==> src/dvsc_pkg.sv <==
// dvsc_pkg: constants, layouts and types of the dac volume soft-step control
package dvsc_pkg;
  // register indices; byte address is four times the index
  localparam logic [7:0] IDX_VOL_L = 8'h00;
  localparam logic [7:0] IDX_VOL_R = 8'h01;
  localparam logic [7:0] IDX_MASTER = 8'h02;
  localparam logic [7:0] IDX_DAC_CFG = 8'h03;
  localparam logic [7:0] IDX_PWR = 8'h04;
  localparam logic [7:0] IDX_STATUS = 8'h05;
  localparam logic [7:0] IDX_IN_LVL = 8'h06;
  localparam logic [7:0] IDX_ADC_CFG = 8'h07;
  localparam logic [7:0] IDX_OUT_LVL = 8'h08;
  localparam logic [7:0] IDX_CM = 8'h09;
  localparam logic [7:0] IDX_ROUTE = 8'h0a;
  localparam logic [7:0] IDX_BIAS = 8'h6d;
  // volume field: [6:0] half-dB step count, [7] mute
  localparam int VOL_MUTE = 7;
  localparam logic [7:0] GAIN_MUTE = 8'h80; // applied code that means muted
  // dac and adc config bits
  localparam int CFG_SS_OFF = 0;
  localparam int CFG_HALF = 1;
  localparam int CFG_DEEMPH = 2;
  localparam int CFG_FX = 3;
  // power bits
  localparam int PWR_DAC = 0;
  localparam int PWR_ANA_L = 1;
  localparam int PWR_ANA_R = 2;
  localparam int PWR_LINE_L = 3;
  localparam int PWR_LINE_R = 4;
  // status bits
  localparam int ST_DONE = 0;
  localparam int ST_PD = 1;
  localparam int ST_APP_L = 8;
  localparam int ST_APP_R = 16;
  // field layouts
  localparam int NUM_IN = 6;
  localparam int BIAS_LSB = 6;
  localparam int ROUTE_MIX = 10;
  localparam int ROUTE_DIRECT = 11;
  localparam logic [3:0] IN_LVL_MAX = 4'h8; // -12 dB in 1.5 dB steps
  localparam logic [3:0] OUT_LVL_MAX = 4'h9; // +9 dB in 1 dB steps
  // reset values
  localparam logic [7:0] RST_VOL = 8'h00;
  localparam logic [3:0] RST_CFG = 4'h0;
  localparam logic [4:0] RST_PWR = 5'h00;
  localparam logic [1:0] RST_BIAS = 2'h0; // lowest current
  // applied gain of one channel
  typedef struct packed {
    logic mute;
    logic [6:0] atten;
  } dvsc_gain_type;
  // analog settings handed to the mixed-signal side
  typedef struct packed {
    logic [1:0] bias;
    logic [1:0] cm;
    logic [1:0] ana_pwr;
    logic dac_mixer_route;
    logic dac_direct_line_route;
  } dvsc_ana_type;
  // power and effects sequencer
  typedef enum logic [1:0] {ST_OFF, ST_RUN, ST_FX_MUTE, ST_DOWN} dvsc_state_type;
endpackage : dvsc_pkg

==> src/dvsc_top.sv <==
// dvsc_top: dac digital volume, soft-step sequencing and analog control registers
//
// What this block does
// - per-channel attenuation 0 to -63.5 dB, 0.5 dB
// - independent mute bit per dac channel
// - master volume writes both channels together
// - applied gain moves one step per sample
// - config bit halves the soft-step rate
// - read-only flag: soft-step finished, gain matches
// - config bit disables soft-stepping, immediate change
// - power-down flag only after ramp completes
// - effects toggle: soft-mute, switch, soft-unmute
// - power-up starts muted, ramps to target
// - power-down ramps to mute, then removes power
// - two-bit dac bias field, lowest default
// - output common-mode select from four levels
// - left and right dac analog power separate
// - per-input level 0 to -12 dB, 1.5 dB
// - input levels soft-step with adc settings
// - output driver level 0 to +9 dB
// - line drivers power down to high impedance
// - left capture amp source switches, mixable
// - right capture amp mirrored source switches
// - dac routes via mixers or direct line
`timescale 1ns/1ps
`default_nettype none
module dvsc_top
  import dvsc_pkg::*;
(
  // clock and reset
  input wire logic ref_clk_i,
  input wire logic srst_i,
  // apb slave
  input wire logic psel_i,
  input wire logic penable_i,
  input wire logic pwrite_i,
  input wire logic [9:0] paddr_i,
  input wire logic [31:0] pwdata_i,
  output logic [31:0] prdata_o,
  output logic pready_o,
  output logic pslverr_o,
  // sample strobes from the audio datapath
  input wire logic dac_tick_i,
  input wire logic adc_tick_i,
  // dac volume and effects
  output dvsc_gain_type [1:0] dac_gain_o,
  output logic dac_pwr_o,
  output logic deemph_on_o,
  output logic fx_on_o,
  // capture side
  output logic [4*NUM_IN-1:0] in_lvl_o,
  output logic [4:0] mix_l_o,
  output logic [4:0] mix_r_o,
  // output side
  output logic [7:0] out_lvl_o,
  output logic [1:0] line_oe_o,
  output dvsc_ana_type ana_o
);

  // software-visible settings
  logic [7:0] vol_r [2]; // requested volume per channel
  logic [3:0] dac_cfg_r; // soft-step and effects requests
  logic [3:0] adc_cfg_r; // capture soft-step settings
  logic [4:0] pwr_r; // power requests
  logic [4*NUM_IN-1:0] in_req_r; // requested input levels
  logic [7:0] out_lvl_r; // output driver levels
  logic [1:0] cm_r; // common-mode select
  logic [11:0] route_r; // capture and dac routing
  logic [1:0] bias_r; // dac bias current
  // applied state
  logic [7:0] app_r [2]; // applied attenuation, GAIN_MUTE = muted
  logic [1:0] fx_app_r; // effects mode in use
  logic done_r; // soft-step finished
  dvsc_state_type state_r;
  logic dac_ph_r; // half-rate phase, dac side
  logic adc_ph_r; // half-rate phase, adc side
  // apb answer
  logic rdy_r;
  logic [31:0] rdata_r;
  logic err_r;

  // bus decode
  logic [7:0] idx;
  logic acc;
  logic wr;
  logic hit;
  logic vol_wr;
  logic [31:0] rd_mux;

  assign idx = paddr_i[9:2];
  assign acc = psel_i & penable_i;
  // a write lands in the pready cycle; one that draws pslverr is dropped
  assign wr = acc & rdy_r & pwrite_i & ~err_r;

  // address decode and read mux
  always_comb begin
    hit = 1'b1;
    rd_mux = 32'h0000_0000;
    case (idx)
      IDX_VOL_L: rd_mux[7:0] = vol_r[0];
      IDX_VOL_R: rd_mux[7:0] = vol_r[1];
      IDX_MASTER: rd_mux[7:0] = vol_r[0];
      IDX_DAC_CFG: rd_mux[3:0] = dac_cfg_r;
      IDX_PWR: rd_mux[4:0] = pwr_r;
      IDX_STATUS: begin
        rd_mux[ST_DONE] = done_r;
        rd_mux[ST_PD] = (state_r == ST_OFF);
        rd_mux[ST_APP_L +: 8] = app_r[0];
        rd_mux[ST_APP_R +: 8] = app_r[1];
      end
      IDX_IN_LVL: rd_mux[4*NUM_IN-1:0] = in_req_r;
      IDX_ADC_CFG: rd_mux[3:0] = adc_cfg_r;
      IDX_OUT_LVL: rd_mux[7:0] = out_lvl_r;
      IDX_CM: rd_mux[1:0] = cm_r;
      IDX_ROUTE: rd_mux[11:0] = route_r;
      IDX_BIAS: rd_mux[BIAS_LSB +: 2] = bias_r;
      default: hit = 1'b0; // unmapped: slave error
    endcase
  end

  // pready rises in the second access cycle, never the first
  // one wait state so that read data leaves a flip-flop
  always_ff @(posedge ref_clk_i) begin
    if (srst_i) begin
      rdy_r <= 1'b0;
      rdata_r <= 32'h0000_0000;
      err_r <= 1'b0;
    end else if (acc & ~rdy_r) begin
      rdy_r <= 1'b1;
      rdata_r <= pwrite_i ? 32'h0000_0000 : rd_mux;
      err_r <= ~hit;
    end else begin
      rdy_r <= 1'b0;
      rdata_r <= 32'h0000_0000;
      err_r <= 1'b0;
    end
  end

  assign prdata_o = rdata_r;
  assign pready_o = rdy_r;
  assign pslverr_o = err_r;

  // volume writes; master loads both channels in one access
  assign vol_wr = wr & (idx == IDX_VOL_L | idx == IDX_VOL_R | idx == IDX_MASTER);

  always_ff @(posedge ref_clk_i) begin
    if (srst_i) begin
      vol_r[0] <= RST_VOL;
      vol_r[1] <= RST_VOL;
    end else if (wr & idx == IDX_MASTER) begin
      vol_r[0] <= pwdata_i[7:0];
      vol_r[1] <= pwdata_i[7:0];
    end else if (wr & idx == IDX_VOL_L) begin
      vol_r[0] <= pwdata_i[7:0];
    end else if (wr & idx == IDX_VOL_R) begin
      vol_r[1] <= pwdata_i[7:0];
    end
  end

  // remaining control registers
  always_ff @(posedge ref_clk_i) begin
    if (srst_i) begin
      dac_cfg_r <= RST_CFG;
      adc_cfg_r <= RST_CFG;
      pwr_r <= RST_PWR;
      in_req_r <= '0;
      out_lvl_r <= 8'h00;
      cm_r <= 2'h0;
      route_r <= 12'h000;
      bias_r <= RST_BIAS;
    end else if (wr) begin
      case (idx)
        IDX_DAC_CFG: dac_cfg_r <= pwdata_i[3:0];
        IDX_ADC_CFG: adc_cfg_r <= pwdata_i[3:0];
        IDX_PWR: pwr_r <= pwdata_i[4:0];
        IDX_IN_LVL: in_req_r <= pwdata_i[4*NUM_IN-1:0];
        IDX_OUT_LVL: out_lvl_r <= pwdata_i[7:0];
        IDX_CM: cm_r <= pwdata_i[1:0];
        IDX_ROUTE: route_r <= pwdata_i[11:0];
        IDX_BIAS: bias_r <= pwdata_i[BIAS_LSB +: 2];
        default: ;
      endcase
    end
  end

  // step helper: one unit toward the target
  // saturates at the target, so a ramp never overshoots
  function automatic logic [7:0] step8(input logic [7:0] cur, input logic [7:0] tgt);
    if (cur < tgt) begin
      return cur + 8'd1;
    end else if (cur > tgt) begin
      return cur - 8'd1;
    end
    return cur;
  endfunction : step8

  // half-rate phases; a step is taken only on the odd sample
  logic dac_step;
  logic adc_step;
  assign dac_step = dac_tick_i & (~dac_cfg_r[CFG_HALF] | dac_ph_r);
  assign adc_step = adc_tick_i & (~adc_cfg_r[CFG_HALF] | adc_ph_r);

  always_ff @(posedge ref_clk_i) begin
    if (srst_i) begin
      dac_ph_r <= 1'b0;
      adc_ph_r <= 1'b0;
    end else begin
      dac_ph_r <= dac_tick_i ? ~dac_ph_r : dac_ph_r;
      adc_ph_r <= adc_tick_i ? ~adc_ph_r : adc_ph_r;
    end
  end

  // effective targets: sequencer forces mute while switching or powering
  logic force_mute;
  logic [7:0] tgt [2];
  logic all_muted;
  logic all_eq;
  assign force_mute = (state_r != ST_RUN);

  always_comb begin
    for (int c = 0; c < 2; c++) begin
      // count is the low 7 bits, 0 to 127 steps; mute overrides
      tgt[c] = (force_mute | vol_r[c][VOL_MUTE]) ? GAIN_MUTE : {1'b0, vol_r[c][6:0]};
    end
  end

  // exit conditions for the sequencer and the done flag
  assign all_muted = (app_r[0] == GAIN_MUTE) & (app_r[1] == GAIN_MUTE);
  assign all_eq = (app_r[0] == tgt[0]) & (app_r[1] == tgt[1]);

  // applied gain per channel
  generate
    for (genvar c = 0; c < 2; c++) begin : g_dac
      always_ff @(posedge ref_clk_i) begin
        if (srst_i) begin
          app_r[c] <= GAIN_MUTE;
        end else if (state_r == ST_OFF) begin
          app_r[c] <= GAIN_MUTE;
        end else if (dac_cfg_r[CFG_SS_OFF]) begin
          app_r[c] <= tgt[c];
        end else if (dac_step) begin
          app_r[c] <= step8(app_r[c], tgt[c]);
        end
      end
      // the mute code decodes to mute with a zero count
      assign dac_gain_o[c].mute = (app_r[c] == GAIN_MUTE);
      assign dac_gain_o[c].atten = app_r[c][6:0];
    end
  endgenerate

  // completion flag; a fresh volume write always clears it
  // a flag left high across a write would let the host trust a stale ramp
  always_ff @(posedge ref_clk_i) begin
    if (srst_i) begin
      done_r <= 1'b1;
    end else if (vol_wr) begin
      done_r <= 1'b0;
    end else begin
      done_r <= all_eq & ~force_mute;
    end
  end

  // power and effects sequencer
  always_ff @(posedge ref_clk_i) begin
    if (srst_i) begin
      state_r <= ST_OFF;
    end else begin
      case (state_r)
        ST_OFF: begin
          if (pwr_r[PWR_DAC]) begin
            state_r <= ST_RUN;
          end
        end
        ST_RUN: begin
          // power-down outranks an effects change
          if (~pwr_r[PWR_DAC]) begin
            state_r <= ST_DOWN;
          end else if (dac_cfg_r[CFG_FX:CFG_DEEMPH] != fx_app_r) begin
            state_r <= ST_FX_MUTE;
          end
        end
        ST_FX_MUTE: begin
          // mode is swapped only once both channels sit at mute
          if (all_muted) begin
            state_r <= pwr_r[PWR_DAC] ? ST_RUN : ST_DOWN;
          end
        end
        ST_DOWN: begin
          // power goes only once both channels sit at mute
          if (all_muted) begin
            state_r <= ST_OFF;
          end
        end
        default: state_r <= ST_OFF;
      endcase
    end
  end

  // effects mode changes only while muted
  // trade-off: an effects change while running costs a full ramp down and back up
  always_ff @(posedge ref_clk_i) begin
    if (srst_i) begin
      fx_app_r <= 2'b00;
    end else if (state_r == ST_FX_MUTE && all_muted) begin
      fx_app_r <= dac_cfg_r[CFG_FX:CFG_DEEMPH];
    end else if (state_r == ST_OFF) begin
      // no audio flows, so the mode may follow at once
      fx_app_r <= dac_cfg_r[CFG_FX:CFG_DEEMPH];
    end
  end

  assign deemph_on_o = fx_app_r[0];
  assign fx_on_o = fx_app_r[1];
  assign dac_pwr_o = (state_r != ST_OFF);

  // input level soft-step, one unit per capture step
  generate
    for (genvar i = 0; i < NUM_IN; i++) begin : g_in
      logic [3:0] in_app_r;
      logic [3:0] in_tgt;
      // limit request to -12 dB
      // a request above the range is clamped, never refused
      assign in_tgt = (in_req_r[4*i +: 4] > IN_LVL_MAX) ? IN_LVL_MAX : in_req_r[4*i +: 4];
      always_ff @(posedge ref_clk_i) begin
        if (srst_i) begin
          in_app_r <= 4'h0;
        end else if (adc_cfg_r[CFG_SS_OFF]) begin
          in_app_r <= in_tgt;
        end else if (adc_step && in_app_r < in_tgt) begin
          in_app_r <= in_app_r + 4'd1;
        end else if (adc_step && in_app_r > in_tgt) begin
          in_app_r <= in_app_r - 4'd1;
        end
      end
      assign in_lvl_o[4*i +: 4] = in_app_r;
    end
  endgenerate

  // output driver levels, clamped at +9 dB
  // registered so the driver pins never see the compare settle
  generate
    for (genvar d = 0; d < 2; d++) begin : g_out
      logic [3:0] lvl_r; // level handed to driver d
      always_ff @(posedge ref_clk_i) begin
        if (srst_i) begin
          lvl_r <= 4'h0;
        end else if (out_lvl_r[4*d +: 4] > OUT_LVL_MAX) begin
          lvl_r <= OUT_LVL_MAX;
        end else begin
          lvl_r <= out_lvl_r[4*d +: 4];
        end
      end
      assign out_lvl_o[4*d +: 4] = lvl_r;
    end
  endgenerate

  // line drivers: enable low means pins float
  assign line_oe_o = {pwr_r[PWR_LINE_R], pwr_r[PWR_LINE_L]};

  // capture amp source switches; several on means a mix
  assign mix_l_o = route_r[4:0];
  assign mix_r_o = route_r[9:5];

  // analog settings
  assign ana_o.bias = bias_r;
  assign ana_o.cm = cm_r;
  // channel analog power also needs the dac itself up
  assign ana_o.ana_pwr = {pwr_r[PWR_ANA_R], pwr_r[PWR_ANA_L]} & {2{dac_pwr_o}};
  assign ana_o.dac_mixer_route = route_r[ROUTE_MIX];
  assign ana_o.dac_direct_line_route = route_r[ROUTE_DIRECT];

endmodule : dvsc_top
`default_nettype wire

==> config.mk <==
export PLATFORM = sky130hd
export DESIGN_NAME = dvsc_top
export DESIGN_NICKNAME = d
export VERILOG_FILES = /design/src/dvsc_pkg.sv /design/src/dvsc_top.sv
export SDC_FILE = /design/constraint.sdc
export NUM_CORES = 1
export LEC_CHECK = 0
export ABC_CLOCK_PERIOD_IN_PS = 3400
export BUFFER_PORTS_ARGS = -buffer_cell sky130_fd_sc_hd__buf_2
export CORE_MARGIN = 1
export CORE_UTILIZATION = 40
export CTS_CLUSTER_DIAMETER = 30
export DETAILED_ROUTE_END_ITERATION = 10
export GPL_TIMING_DRIVEN = 0
export SLEW_MARGIN = 30
export SYNTH_ARGS = -nofsm -noshare
export SYNTH_HDL_FRONTEND = slang
export SYNTH_SLANG_ARGS = --single-unit
==> constraint.sdc <==
create_clock -name ref_clk_i -period 3.4 [get_ports ref_clk_i]
set_input_delay 0.68 -clock ref_clk_i [delete_from_list [all_inputs] [get_ports ref_clk_i]]
set_output_delay 0.68 -clock ref_clk_i [all_outputs]
set_load 0.02 [all_outputs]
# Word level (Yosys, flattened, before mapping)
# Memory sizes are Yosys's and may differ from the RTL's.
# Cells that the tools add are included.
# W data, S select, Z words.
[op_classes] add_sub_neg=16 n_lt_le_gt_ge=24 eq_ne=24 mux=109 bitwise_logic=40 n_reduce_logical=38
[ops] op="$mux W8" n=26
[ops] op="$mux W4" n=26
[ops] op="$mux W1" n=41
[ops] op="$eq A8 B3 Y1 const B" n=4
[ops] op="$gt A4 B4 Y1 const B" n=8
[ops] op="$add A4 B1 Y4 const B" n=6
[ops] op="$eq A8 B4 Y1 const B" n=3
[ops] op="$gt A4 B4 Y1" n=6
[ops] op="$lt A4 B4 Y1" n=6
[ops] op="$pmux W12 S2" n=1
[ops] op="$sub A4 B1 Y4 const B" n=6
[ops] op="$pmux W2 S10" n=1
[ops] op="$reduce_bool A3 Y1" n=6
[ops] op="$add A8 B1 Y8 const B" n=2
[ops] op="$eq A8 B2 Y1 const B" n=2
[ops] op="$eq A8 B8 Y1" n=2
[ops] op="$eq A8 B8 Y1 const B" n=2
[ops] op="$gt A8 B8 Y1" n=2
[ops] op="$lt A8 B8 Y1" n=2
[ops] op="$mux W2" n=8
[ops] op="$or A1 B1 Y1" n=16
[ops] op="$pmux W2 S8" n=1
[ops] op="$reduce_and A2 Y1" n=8
[ops] op="$sub A8 B1 Y8 const B" n=2
[ops] op="other kinds (24)" n=64
[totals] register_bits=134 mem_bits_rw=32 wordCells=280 mem_count=2
[mem_list] memory="app_r" depth=2 word_bits=8 read_ports=2 rd_ports_with_merged_regs=0 write_ports=2 line_no="dvsc_top.sv:71" source="logic [7:0] app_r [2];"
[mem_list] memory="vol_r" depth=2 word_bits=8 read_ports=2 rd_ports_with_merged_regs=0 write_ports=2 line_no="dvsc_top.sv:61" source="logic [7:0] vol_r [2];"

# Depth between registers and ports, before layout
# Gate-level depths: netlist of the first run.
[logic_depth] ltp_word=16 ltp_mapped=14

# Least setup slack after synthesis of the first run
# OpenSTA, ideal clock, no wires.
[synth_path] kind="register to register" from="register state_r[1]" to="memory app_r[1][7], data pin" arrival_ps=3255 t_required_ps=3101 slack_ps=-154 stages_incl_launch_ff=15 path_cell_list="dfxtp_1 -> nand2b_1 -> nor2_1 -> nand2_1 -> ha_1 -> a21oi_1 -> a31oi_1 -> a211o_1 -> ha_1 -> a211oi_1 -> nor2_1 -> or4_1 -> a31oi_1 -> xnor2_1 -> a21oi_1"
[synth_lines] item="start: declaration" line_no="dvsc_top.sv:74" source="dvsc_state_type state_r;"
[synth_lines] item="start signal: assignment" line_no="dvsc_top.sv:285" source="state_r <= pwr_r[PWR_DAC] ? ST_RUN : ST_DOWN;"
[synth_lines] item="end: declaration" line_no="dvsc_top.sv:71"

==> out/metrics.cfg, run 1 <==
[pwr]
p_total_mw=7.37
clockPowerShare_pct=24.9
power.static_leakage_nw=4.77
vdd_drop_max_uv=282
internal_power_mw=4.57
sw_frac_of_total_pct=38.0
pwr-share-seq_pct=31.7
power.combinational.fraction_pct=43.4
power.density_cell_area_nw_per_um2=654
switchingPower_mw=2.80

[sta]
unrepaired_setup_endpoints_after_global_routing=true
slew-limit-headroom_pct=40.1
finalSetupViolations=0
final_max_slew_viol_count=0
fmax_mhz=297
fin_hold_viols=0
fin_worst_skew_ns=0.0140
tightestPinTransition_ns=0.897
layout_min_cycle_time_ns=3.37
finalCritPeriodShare_pct=99.1

[setup_path]
timing.critical_path.arrival_ns=3.51
required_ns=3.54
worstSetupEndpointType=register
crit_fanout=7
setup.worst_path.start_class=register
timing_worst_setup_path_type=reg -> reg

[grt]
grt_overflow=0
grt_pass1_vias=7941
antenna_found_initial=0
grt_first_pass_wirelength_mm=45.1
grt_util_all_layers_pct=24.9
grt_start_max_net_pins=17

[finish]
drive_above_1_share_pct=23.6
final.fill_count=2101
insertedDiodeCount=0
syn_to_final_growth_pct=23.1
fin_cells=1507
final_nets=1337
commonest_non_fill_non_tap_cell_in_the_layout=sky130_fd_sc_hd__nand2_1
layout.cells.most_common_list=sky130_fd_sc_hd__nand2_1 (146), sky130_fd_sc_hd__buf_2 (136), sky130_fd_sc_hd__dfxtp_1 (124)

[route]
drt_wl_total_mm=29.4
vias_per_cell=5.66
detail_route.first_pass.iterations=5
num_vias=8534
post-route-drc-count=0
detailedRoute.firstIterationViolations=706
wl_per_cell_microns=19.5
final_antenna_net_count=0

[clocking]
cts.sink_count=158
tritoncts.num_buffers=17
clockRootBuffer=sky130_fd_sc_hd__clkbuf_16
cts_tree=yes
clk-insertion-delay-late_ns=0.44
clk_pin_slew_worst_paths_ns=0.07
cts.htree.levels=4
holdBufCountCts=0
clock_path_buffers=2

[floorplan]
floorplan.core_area_sq_um=22200
io_pins=154
die_width_microns=153
fp-row-count=54
start_util_pct=41.3
die-area_sq_um=23500
chipHeight_microns=153

[min_path]
holdCritPathClass=reg -> reg

[synth]
synthDominantCellAreaShare_pct=27.6
netlist_area_sq_um=9160
synth.area.top_cells=sky130_fd_sc_hd__dfxtp_1 (28%), sky130_fd_sc_hd__edfxtp_1 (10%), sky130_fd_sc_hd__ha_1 (9.0%), sky130_fd_sc_hd__nand2_1 (6.2%), sky130_fd_sc_hd__mux2i_1 (4.8%)
synth_warnings=0
synth_edf_count=32
post_synth_inst_count=1037
synth_top_flop_cell=sky130_fd_sc_hd__dfxtp_1
synth-seq-area-share_pct=38.0
avgSynthCellArea_sq_um=8.83
yosysTopAreaCell=sky130_fd_sc_hd__dfxtp_1
ys_async_sr_fraction_pct=0
ys_ff_latch=158
netlist-cell-type-count=61

[outcome]
run_status=finished clean

[place]
placement.io_buffers=132
globalplace.congestion=0.905
dpl.hpwl_mm=21.8
numPlacedInstances=1456

[flow_run]
drv.max_cap_violation_count=0

## Yosys cell counts (3+ instances only)
cell	count
sky130_fd_sc_hd__mux2i_1	44
sky130_fd_sc_hd__buf_4	27
sky130_fd_sc_hd__xor2_1	8
sky130_fd_sc_hd__nor3b_1	5
sky130_fd_sc_hd__fa_1	8
sky130_fd_sc_hd__nor2_1	102
sky130_fd_sc_hd__mux2_2	8
sky130_fd_sc_hd__xnor2_1	20
sky130_fd_sc_hd__a21oi_2	5
sky130_fd_sc_hd__o21a_1	11
sky130_fd_sc_hd__nand3b_1	4
sky130_fd_sc_hd__edfxtp_1	32
sky130_fd_sc_hd__o21bai_1	4
sky130_fd_sc_hd__a21o_1	10
sky130_fd_sc_hd__nor2b_1	28
sky130_fd_sc_hd__and2_1	12
sky130_fd_sc_hd__a211oi_1	10
sky130_fd_sc_hd__nor4_1	13
sky130_fd_sc_hd__clkbuf_1	31
sky130_fd_sc_hd__nand2b_1	8
sky130_fd_sc_hd__ha_1	66
sky130_fd_sc_hd__nand4_1	10
sky130_fd_sc_hd__o211ai_1	7
sky130_fd_sc_hd__and3_1	11
sky130_fd_sc_hd__a21oi_1	73
sky130_fd_sc_hd__o21ai_0	33
sky130_fd_sc_hd__nand3_1	24
sky130_fd_sc_hd__nand2_1	152
sky130_fd_sc_hd__a22oi_1	20
sky130_fd_sc_hd__a32oi_1	9
sky130_fd_sc_hd__a31oi_1	11
sky130_fd_sc_hd__dfxtp_1	126
sky130_fd_sc_hd__nor3_1	12
sky130_fd_sc_hd__buf_1	3
sky130_fd_sc_hd__nor4b_1	16
sky130_fd_sc_hd__buf_2	4
sky130_fd_sc_hd__buf_6	5
sky130_fd_sc_hd__or4_1	5
sky130_fd_sc_hd__a22o_1	6
sky130_fd_sc_hd__inv_1	25
## routing by layer
metal	GRT usage, %	up-vias	wire (microns)
met3	4.56	36	1890
met1	34.5	4131	13600
met2	39.4	326	13500
met4	6.88	0	429
li1	-	4041	-
met5	0	-	0
## stage by stage
step	worst slack [ns]	hold slack, ns	instance area, sq um	util [%]	setup TNS [ns]
floorplan	0.0113	0.432	9200	-	0
global placement	-0.351	0.441	10200	46.1	-0.815
detailed placement	-0.348	0.449	10200	46.2	-1.02
CTS	-0.000211	0.458	11000	49.7	-0.000211
global route	-0.100	0.488	11300	50.9	-0.321
finish	0.0311	0.460	11300	50.9	0
## worst paths after layout
kind,depth (start not counted),slack [ns],startpoint,end
setup reg to reg,15,0.03,state_r[1]$_SDFFE_PP0P_,app_r[0][7]$_DFFE_PP_
hold / removal,2,0.46,out_lvl_r[4]$_SDFFE_PP0P_,out_lvl_r[4]$_SDFFE_PP0P_
setup / recovery,15,0.03,state_r[1]$_SDFFE_PP0P_,app_r[0][7]$_DFFE_PP_
hold reg to reg,2,0.46,out_lvl_r[4]$_SDFFE_PP0P_,out_lvl_r[4]$_SDFFE_PP0P_
## flip-flops by register name (all words and copies together) (netlist names), 2 cells and up
name / flops
route_r: 12
dac_cfg_r: 4
g_in.in_app_r: 24
cm_r: 2
state_r: 2
prdata_o: 24
in_req_r: 24
fx_app_r: 2
app_r: 16
g_out.lvl_r: 8
pwr_r: 5
adc_cfg_r: 4
vol_r: 16
out_lvl_r: 8
bias_r: 2
## cell type report
class | instances | area [sq um] | area share [%]
sequential | 158 | 3490 | 31.0
multi-input combinational | 790 | 5550 | 49.2
buffer | 71 | 422 | 3.74
tap | 280 | 350 | 3.11
clock inverter | 13 | 100 | 0.888
clock buffer | 19 | 454 | 4.03
timing repair buffer | 151 | 811 | 7.19
inverter | 25 | 93.8 | 0.832
## power groups by stage
stage | registers, mW | logic, mW | clock network [mW]
detailed placement | 2.36 | 2.71 | 0
floorplan | 2.39 | 2.00 | 0
CTS | 2.33 | 2.97 | 1.85
finish | 2.33 | 3.20 | 1.84
global route | 2.36 | 3.56 | 1.94
global placement | 2.36 | 2.65 | 0
## kinds of logic (layout without fill, tap and decap cells)
family / after synthesis / in the layout / synth area share (%)
simple gates: 413 / 413 / 22.0
compound gates: 215 / 215 / 15.0
other cells: 1 / 8 / 0.0410
buf+inv: 96 / 279 / 5.63
flops: 158 / 158 / 38.0
mux: 52 / 52 / 5.79
fa+ha+maj: 74 / 74 / 10.8
xor+xnor: 28 / 28 / 2.68
## what timing repair did
| action | 4_1_cts | 5_1_grt |
|---|---|---|
| buffers inserted | 11 | 8 |
| setup endpoints to repair | 6 | 6 |
| gates resized for setup | 23 | 30 |
| endpoints found under the hold margin | 0 | 0 |
| pin swaps | 10 | 19 |
## critical path, stage by stage (launching register included)
cell and delay (ns):
sky130_fd_sc_hd__dfxtp_4 0.35, sky130_fd_sc_hd__nand2b_4 0.17, sky130_fd_sc_hd__nor2_4 0.22, sky130_fd_sc_hd__buf_6 0.14
sky130_fd_sc_hd__nand2_4 0.05, sky130_fd_sc_hd__ha_4 0.28, sky130_fd_sc_hd__nand4_1 0.12, sky130_fd_sc_hd__a31oi_2 0.20
sky130_fd_sc_hd__a211o_4 0.19, sky130_fd_sc_hd__ha_4 0.22, sky130_fd_sc_hd__a211oi_2 0.20, sky130_fd_sc_hd__nor2_2 0.06
sky130_fd_sc_hd__or4_1 0.41, sky130_fd_sc_hd__a31oi_2 0.22, sky130_fd_sc_hd__xnor2_1 0.13, sky130_fd_sc_hd__a21oi_1 0.08
Power figures use the tool's default switching activity.
==> inputs of run 2 (changes only) <==
--- a/config.mk
+++ b/config.mk
@@ -5,13 +5,14 @@
 export SDC_FILE = /design/constraint.sdc
 export NUM_CORES = 1
 export LEC_CHECK = 0
-export ABC_CLOCK_PERIOD_IN_PS = 3400
+export ABC_CLOCK_PERIOD_IN_PS = 3380
 export BUFFER_PORTS_ARGS = -buffer_cell sky130_fd_sc_hd__buf_2
 export CORE_MARGIN = 1
 export CORE_UTILIZATION = 40
 export CTS_CLUSTER_DIAMETER = 30
 export DETAILED_ROUTE_END_ITERATION = 10
 export GPL_TIMING_DRIVEN = 0
+export MAX_ROUTING_LAYER = met4
 export SLEW_MARGIN = 30
 export SYNTH_ARGS = -nofsm -noshare
 export SYNTH_HDL_FRONTEND = slang
==> constraint.sdc (replaced) <==
create_clock -name ref_clk_i -period 3.38 [get_ports ref_clk_i]
set_input_delay 0.676 -clock ref_clk_i [delete_from_list [all_inputs] [get_ports ref_clk_i]]
set_output_delay 0.676 -clock ref_clk_i [all_outputs]
set_load 0.02 [all_outputs]
==> out/metrics.cfg, run 2 (synthesis gave the netlist of run 1 again) <==
[floorplan]
die-area_sq_um=23500
floorplan.core_area_sq_um=22200
start_util_pct=41.3
die_width_microns=153
chipHeight_microns=153
io_pins=154
fp-row-count=54

[grt]
grt_util_all_layers_pct=25.9
grt_pass1_vias=7908
antenna_found_initial=0
grt_overflow=0
grt_start_max_net_pins=17
grt_first_pass_wirelength_mm=45.1

[sta]
fin_hold_viols=0
final.setup.worst_slack_ns=-0.0511
hold_slack_ns=0.462
final_max_slew_viol_count=0
final.setup.tns_ns=-0.102
fmax_mhz=291
unrepaired_setup_endpoints_after_global_routing=true
layout_min_cycle_time_ns=3.43
fin_worst_skew_ns=0.00897
slew-limit-headroom_pct=43.3
finalCritPeriodShare_pct=102
tightestPinTransition_ns=0.844
finalSetupViolations=2

[finish]
postLayoutCellArea_sq_um=11300
fin_cells=1501
final_nets=1332
drive_above_1_share_pct=23.0
insertedDiodeCount=0
syn_to_final_growth_pct=23.0
layout.cells.most_common_list=sky130_fd_sc_hd__nand2_1 (148), sky130_fd_sc_hd__buf_2 (136), sky130_fd_sc_hd__dfxtp_1 (124)
commonest_non_fill_non_tap_cell_in_the_layout=sky130_fd_sc_hd__nand2_1
utilization_pct=50.8

[setup_path]
r2r_slack_ns=-0.05
crit_fanout=8
setup.worst_path.start_class=register
required_ns=3.52
worstSetupEndpointType=register
timing.critical_path.arrival_ns=3.57
timing_worst_setup_path_type=reg -> reg

[clocking]
cts.htree.levels=4
clk_pin_slew_worst_paths_ns=0.07
cts_tree=yes
clock_path_buffers=2
cts.sink_count=158
clockRootBuffer=sky130_fd_sc_hd__clkbuf_16
holdBufCountCts=0
clk-insertion-delay-late_ns=0.43
tritoncts.num_buffers=17

[place]
pre_cts_ws_ns=-0.349
numPlacedInstances=1456
dpl_cell_area_sq_um=10200
dpl.hpwl_mm=21.9
placement.io_buffers=132
globalplace.congestion=0.923

[pwr]
power.density_cell_area_nw_per_um2=679
power.static_leakage_nw=4.75
vdd_drop_max_uv=278
p_total_mw=7.65

[route]
num_vias=8453
drt_wl_total_mm=29.6
post-route-drc-count=0
final_antenna_net_count=0
detail_route.first_pass.iterations=5
wl_per_cell_microns=19.7
vias_per_cell=5.63
detailedRoute.firstIterationViolations=614

[outcome]
failed_checks=negative setup slack
run_status=finished, violations left

[min_path]
holdCritPathClass=reg -> reg

[flow_run]
drv.max_cap_violation_count=0

[run 2: changes by cell type in the layout (fill, tap and decap cells not counted), sizes merged]
cell,before,now
inv,32,27
clkinv,5,7
clkinvlp,1,0
bufinv,0,2
buf,191,186
clkbuf,50,51
[run 2: where the power goes]
part | internal (mW) | switching (mW) | leakage, nW
Combinational | 1.58 | 1.77 | 3.09
Sequential | 2.08 | 0.274 | 1.37
Clock | 1.11 | 0.837 | 0.285
[run 2: worst paths after layout]
path | start | end | depth (start not counted)
worst min register to register | out_lvl_r[4]$_SDFFE_PP0P_ | out_lvl_r[4]$_SDFFE_PP0P_ | 2
worst max-delay path | state_r[1]$_SDFFE_PP0P_ | app_r[1][7]$_SDFFCE_PN1P_ | 14
worst min-delay path | out_lvl_r[4]$_SDFFE_PP0P_ | out_lvl_r[4]$_SDFFE_PP0P_ | 2
worst max register to register | state_r[1]$_SDFFE_PP0P_ | app_r[1][7]$_SDFFCE_PN1P_ | 14
[run 2: timing repair]
item	CTS	global route
gates resized for setup	29	26
buffers inserted	9	5
cloned	0	0
endpoints found under the setup margin	6	5
pin swaps	11	19
[run 2: layout make-up]
| type | instances | area [sq um] |
|---|---|---|
| flip-flops and latches | 158 | 3490 |
| repair buffers | 146 | 777 |
| plain buffers | 71 | 422 |
| fillers | 2106 | 10900 |
| multi-input cells | 790 | 5550 |
| well taps | 280 | 350 |
| clock inverters | 11 | 135 |
| clock buffers | 20 | 447 |
| inverters | 25 | 93.8 |
[run 2: critical path, stage by stage (launching register included)]
cell	delay, ns
sky130_fd_sc_hd__dfxtp_4	0.37
sky130_fd_sc_hd__nand2b_4	0.17
sky130_fd_sc_hd__nor2_4	0.22
sky130_fd_sc_hd__nand2_2	0.11
sky130_fd_sc_hd__ha_4	0.25
sky130_fd_sc_hd__a21oi_2	0.16
sky130_fd_sc_hd__a31oi_2	0.11
sky130_fd_sc_hd__a211o_4	0.32
sky130_fd_sc_hd__buf_6	0.16
sky130_fd_sc_hd__buf_4	0.14
sky130_fd_sc_hd__ha_2	0.18
sky130_fd_sc_hd__or4_4	0.53
sky130_fd_sc_hd__a31oi_4	0.19
sky130_fd_sc_hd__xnor2_1	0.14
sky130_fd_sc_hd__a21oi_1	0.09
[run 2: per-layer routing]
| metal | vias to the layer above | GRT usage (%) | share of wire [%] |
|---|---|---|---|
| met5 | - | - | 0 |
| met3 | 46 | 5.47 | 7.9 |
| met1 | 3987 | 35.0 | 45 |
| met2 | 389 | 37.9 | 44 |
| met4 | 0 | 9.52 | 2.6 |
| li1 | 4031 | - | - |
==> inputs of run 3 (changes only) <==
--- a/config.mk
+++ b/config.mk
@@ -13,6 +13,7 @@
 export DETAILED_ROUTE_END_ITERATION = 10
 export GPL_TIMING_DRIVEN = 0
 export MAX_ROUTING_LAYER = met4
+export SKIP_CTS_REPAIR_TIMING = 1
 export SLEW_MARGIN = 30
 export SYNTH_ARGS = -nofsm -noshare
 export SYNTH_HDL_FRONTEND = slang
==> out/metrics.cfg, run 3 (synthesis gave the netlist of run 1 again) <==
[route]
drt_wl_total_mm=29.6
wl_per_cell_microns=19.7
detailedRoute.firstIterationViolations=706
num_vias=8475
final_antenna_net_count=0
vias_per_cell=5.65
post-route-drc-count=0
detail_route.first_pass.iterations=5

[setup_path]
required_ns=3.52
timing.critical_path.arrival_ns=3.64
crit_fanout=8
r2r_slack_ns=-0.11
reg2reg_start=state_r[1]$_SDFFE_PP0P_
ff2ff_path_depth=14
setup.worst_path.start_class=register
worstSetupEndpointType=register
r2r-end=app_r[1][7]$_SDFFCE_PN1P_
timing_worst_setup_path_type=reg -> reg

[clocking]
clk-insertion-delay-late_ns=0.43
cts.htree.levels=4
clockRootBuffer=sky130_fd_sc_hd__clkbuf_16
cts.sink_count=158
clock_path_buffers=2
cts_tree=yes
clk_pin_slew_worst_paths_ns=0.07
tritoncts.num_buffers=17

[pwr]
switchingPower_mw=2.82
power.static_leakage_nw=4.72
pwr-share-seq_pct=31.1
vdd_drop_max_uv=284
power.combinational.fraction_pct=43.1
internal_power_mw=4.72
clockPowerShare_pct=25.8
sw_frac_of_total_pct=37.4
power.density_cell_area_nw_per_um2=674

[floorplan]
start_util_pct=41.3
die-area_sq_um=23500
floorplan.core_area_sq_um=22200
io_pins=154
fp-row-count=54
die_width_microns=153
chipHeight_microns=153

[grt]
grt_overflow=0
grt_util_all_layers_pct=25.5
grt_pass1_vias=7740
grt_first_pass_wirelength_mm=44.2
grt_start_max_net_pins=17
antenna_found_initial=0

[finish]
syn_to_final_growth_pct=22.3
layout.cells.most_common_list=sky130_fd_sc_hd__nand2_1 (149), sky130_fd_sc_hd__buf_2 (136), sky130_fd_sc_hd__dfxtp_1 (124)
drive_above_1_share_pct=22.6
commonest_non_fill_non_tap_cell_in_the_layout=sky130_fd_sc_hd__nand2_1
final_nets=1332
postLayoutCellArea_sq_um=11200
insertedDiodeCount=0
utilization_pct=50.5

[place]
dpl_cell_area_sq_um=10200
globalplace.congestion=0.923
placement.io_buffers=132
dpl.hpwl_mm=21.9

[sta]
final_max_slew_viol_count=0
layout_min_cycle_time_ns=3.49
finalSetupViolations=3
unrepaired_setup_endpoints_after_global_routing=true
finalCritPeriodShare_pct=103
tightestPinTransition_ns=0.882
fin_hold_viols=0
fmax_mhz=286
fin_worst_skew_ns=0.00879
final.setup.worst_slack_ns=-0.113
slew-limit-headroom_pct=40.7

[min_path]
min_from=out_lvl_r[4]$_SDFFE_PP0P_
hold_end=out_lvl_r[4]$_SDFFE_PP0P_
holdCritPathClass=reg -> reg
whs_path_depth=2

[outcome]
run_status=finished, violations left
failed_checks=negative setup slack

[flow_run]
drv.max_cap_violation_count=0

## run 3: changes by cell type in the layout (fill, tap and decap cells not counted), moves of 2 or more
cell                       delta
sky130_fd_sc_hd__a211oi_2     +2
sky130_fd_sc_hd__ha_1         +2
sky130_fd_sc_hd__a211oi_4     -2
sky130_fd_sc_hd__buf_4        +2
sky130_fd_sc_hd__buf_6        -2
## run 3: final cells by class
cell class | instances | area (sq um)
Inverter | 25 | 93.8
Tap cell | 280 | 350
Clock buffer | 20 | 447
Fill cell | 2104 | 11000
Clock inverter | 11 | 135
Sequential cell | 158 | 3490
Buffer | 71 | 422
Timing Repair Buffer | 146 | 769
Multi-Input combinational cell | 790 | 5490
## run 3: through the flow
stage	cells	hold slack [ns]	total power [mW]	worst slack, ns	setup TNS, ns
after detailed placement	1456	0.454	5.09	-0.349	-0.946
after global placement	1456	0.441	5.04	-0.358	-0.804
after global routing	1501	0.481	8.00	-0.261	-0.722
after CTS	1487	0.462	7.05	-0.379	-1.11
final	1501	0.464	7.55	-0.113	-0.164
after floorplan	1044	0.432	4.42	0.00329	0
## run 3: worst max-delay path by stage
stage	from	endpoint	slack (ns)	cells past startpoint
floorplan	state_r[1]$_SDFFE_PP0P_	app_r[0][7]$_DFFE_PP_	0.003	14
global placement	state_r[1]$_SDFFE_PP0P_	app_r[1][7]$_SDFFCE_PN1P_	-0.36	14
detailed placement	state_r[1]$_SDFFE_PP0P_	app_r[1][7]$_SDFFCE_PN1P_	-0.35	14
CTS	state_r[1]$_SDFFE_PP0P_	app_r[1][7]$_SDFFCE_PN1P_	-0.38	14
global route	state_r[1]$_SDFFE_PP0P_	app_r[1][7]$_SDFFCE_PN1P_	-0.26	14
finish	state_r[1]$_SDFFE_PP0P_	app_r[1][7]$_SDFFCE_PN1P_	-0.11	14
## run 3: critical path: stages, from the launching register on
cell                       delay, ns
sky130_fd_sc_hd__dfxtp_4        0.36
sky130_fd_sc_hd__nand2b_4       0.17
sky130_fd_sc_hd__nor2_4         0.23
sky130_fd_sc_hd__nand2_2        0.10
sky130_fd_sc_hd__ha_4           0.27
sky130_fd_sc_hd__a21oi_2        0.15
sky130_fd_sc_hd__a31oi_2        0.11
sky130_fd_sc_hd__a211o_4        0.38
sky130_fd_sc_hd__buf_4          0.16
sky130_fd_sc_hd__buf_4          0.13
sky130_fd_sc_hd__ha_1           0.20
sky130_fd_sc_hd__or4_4          0.50
sky130_fd_sc_hd__a31oi_4        0.19
sky130_fd_sc_hd__xnor2_1        0.14
sky130_fd_sc_hd__a21oi_1        0.08
## run 3: routing by layer
layer / vias to the layer above / routed length, microns / part of all wire, % / GRT usage [%]
li1: 4028 / - / - / -
met1: 4021 / 13500 / 46 / 34.7
met2: 368 / 13000 / 44 / 37.1
met3: 58 / 2200 / 7.4 / 5.22
met4: 0 / 821 / 2.8 / 9.19
met5: - / 0 / 0 / -
## run 3: power groups by stage
stage	Combinational [mW]	Sequential [mW]	Clock (mW)
after global routing	3.57	2.38	2.05
final	3.25	2.35	1.95
after detailed placement	2.72	2.37	0
after CTS	2.74	2.33	1.97
after global placement	2.67	2.37	0
after floorplan	2.01	2.41	0
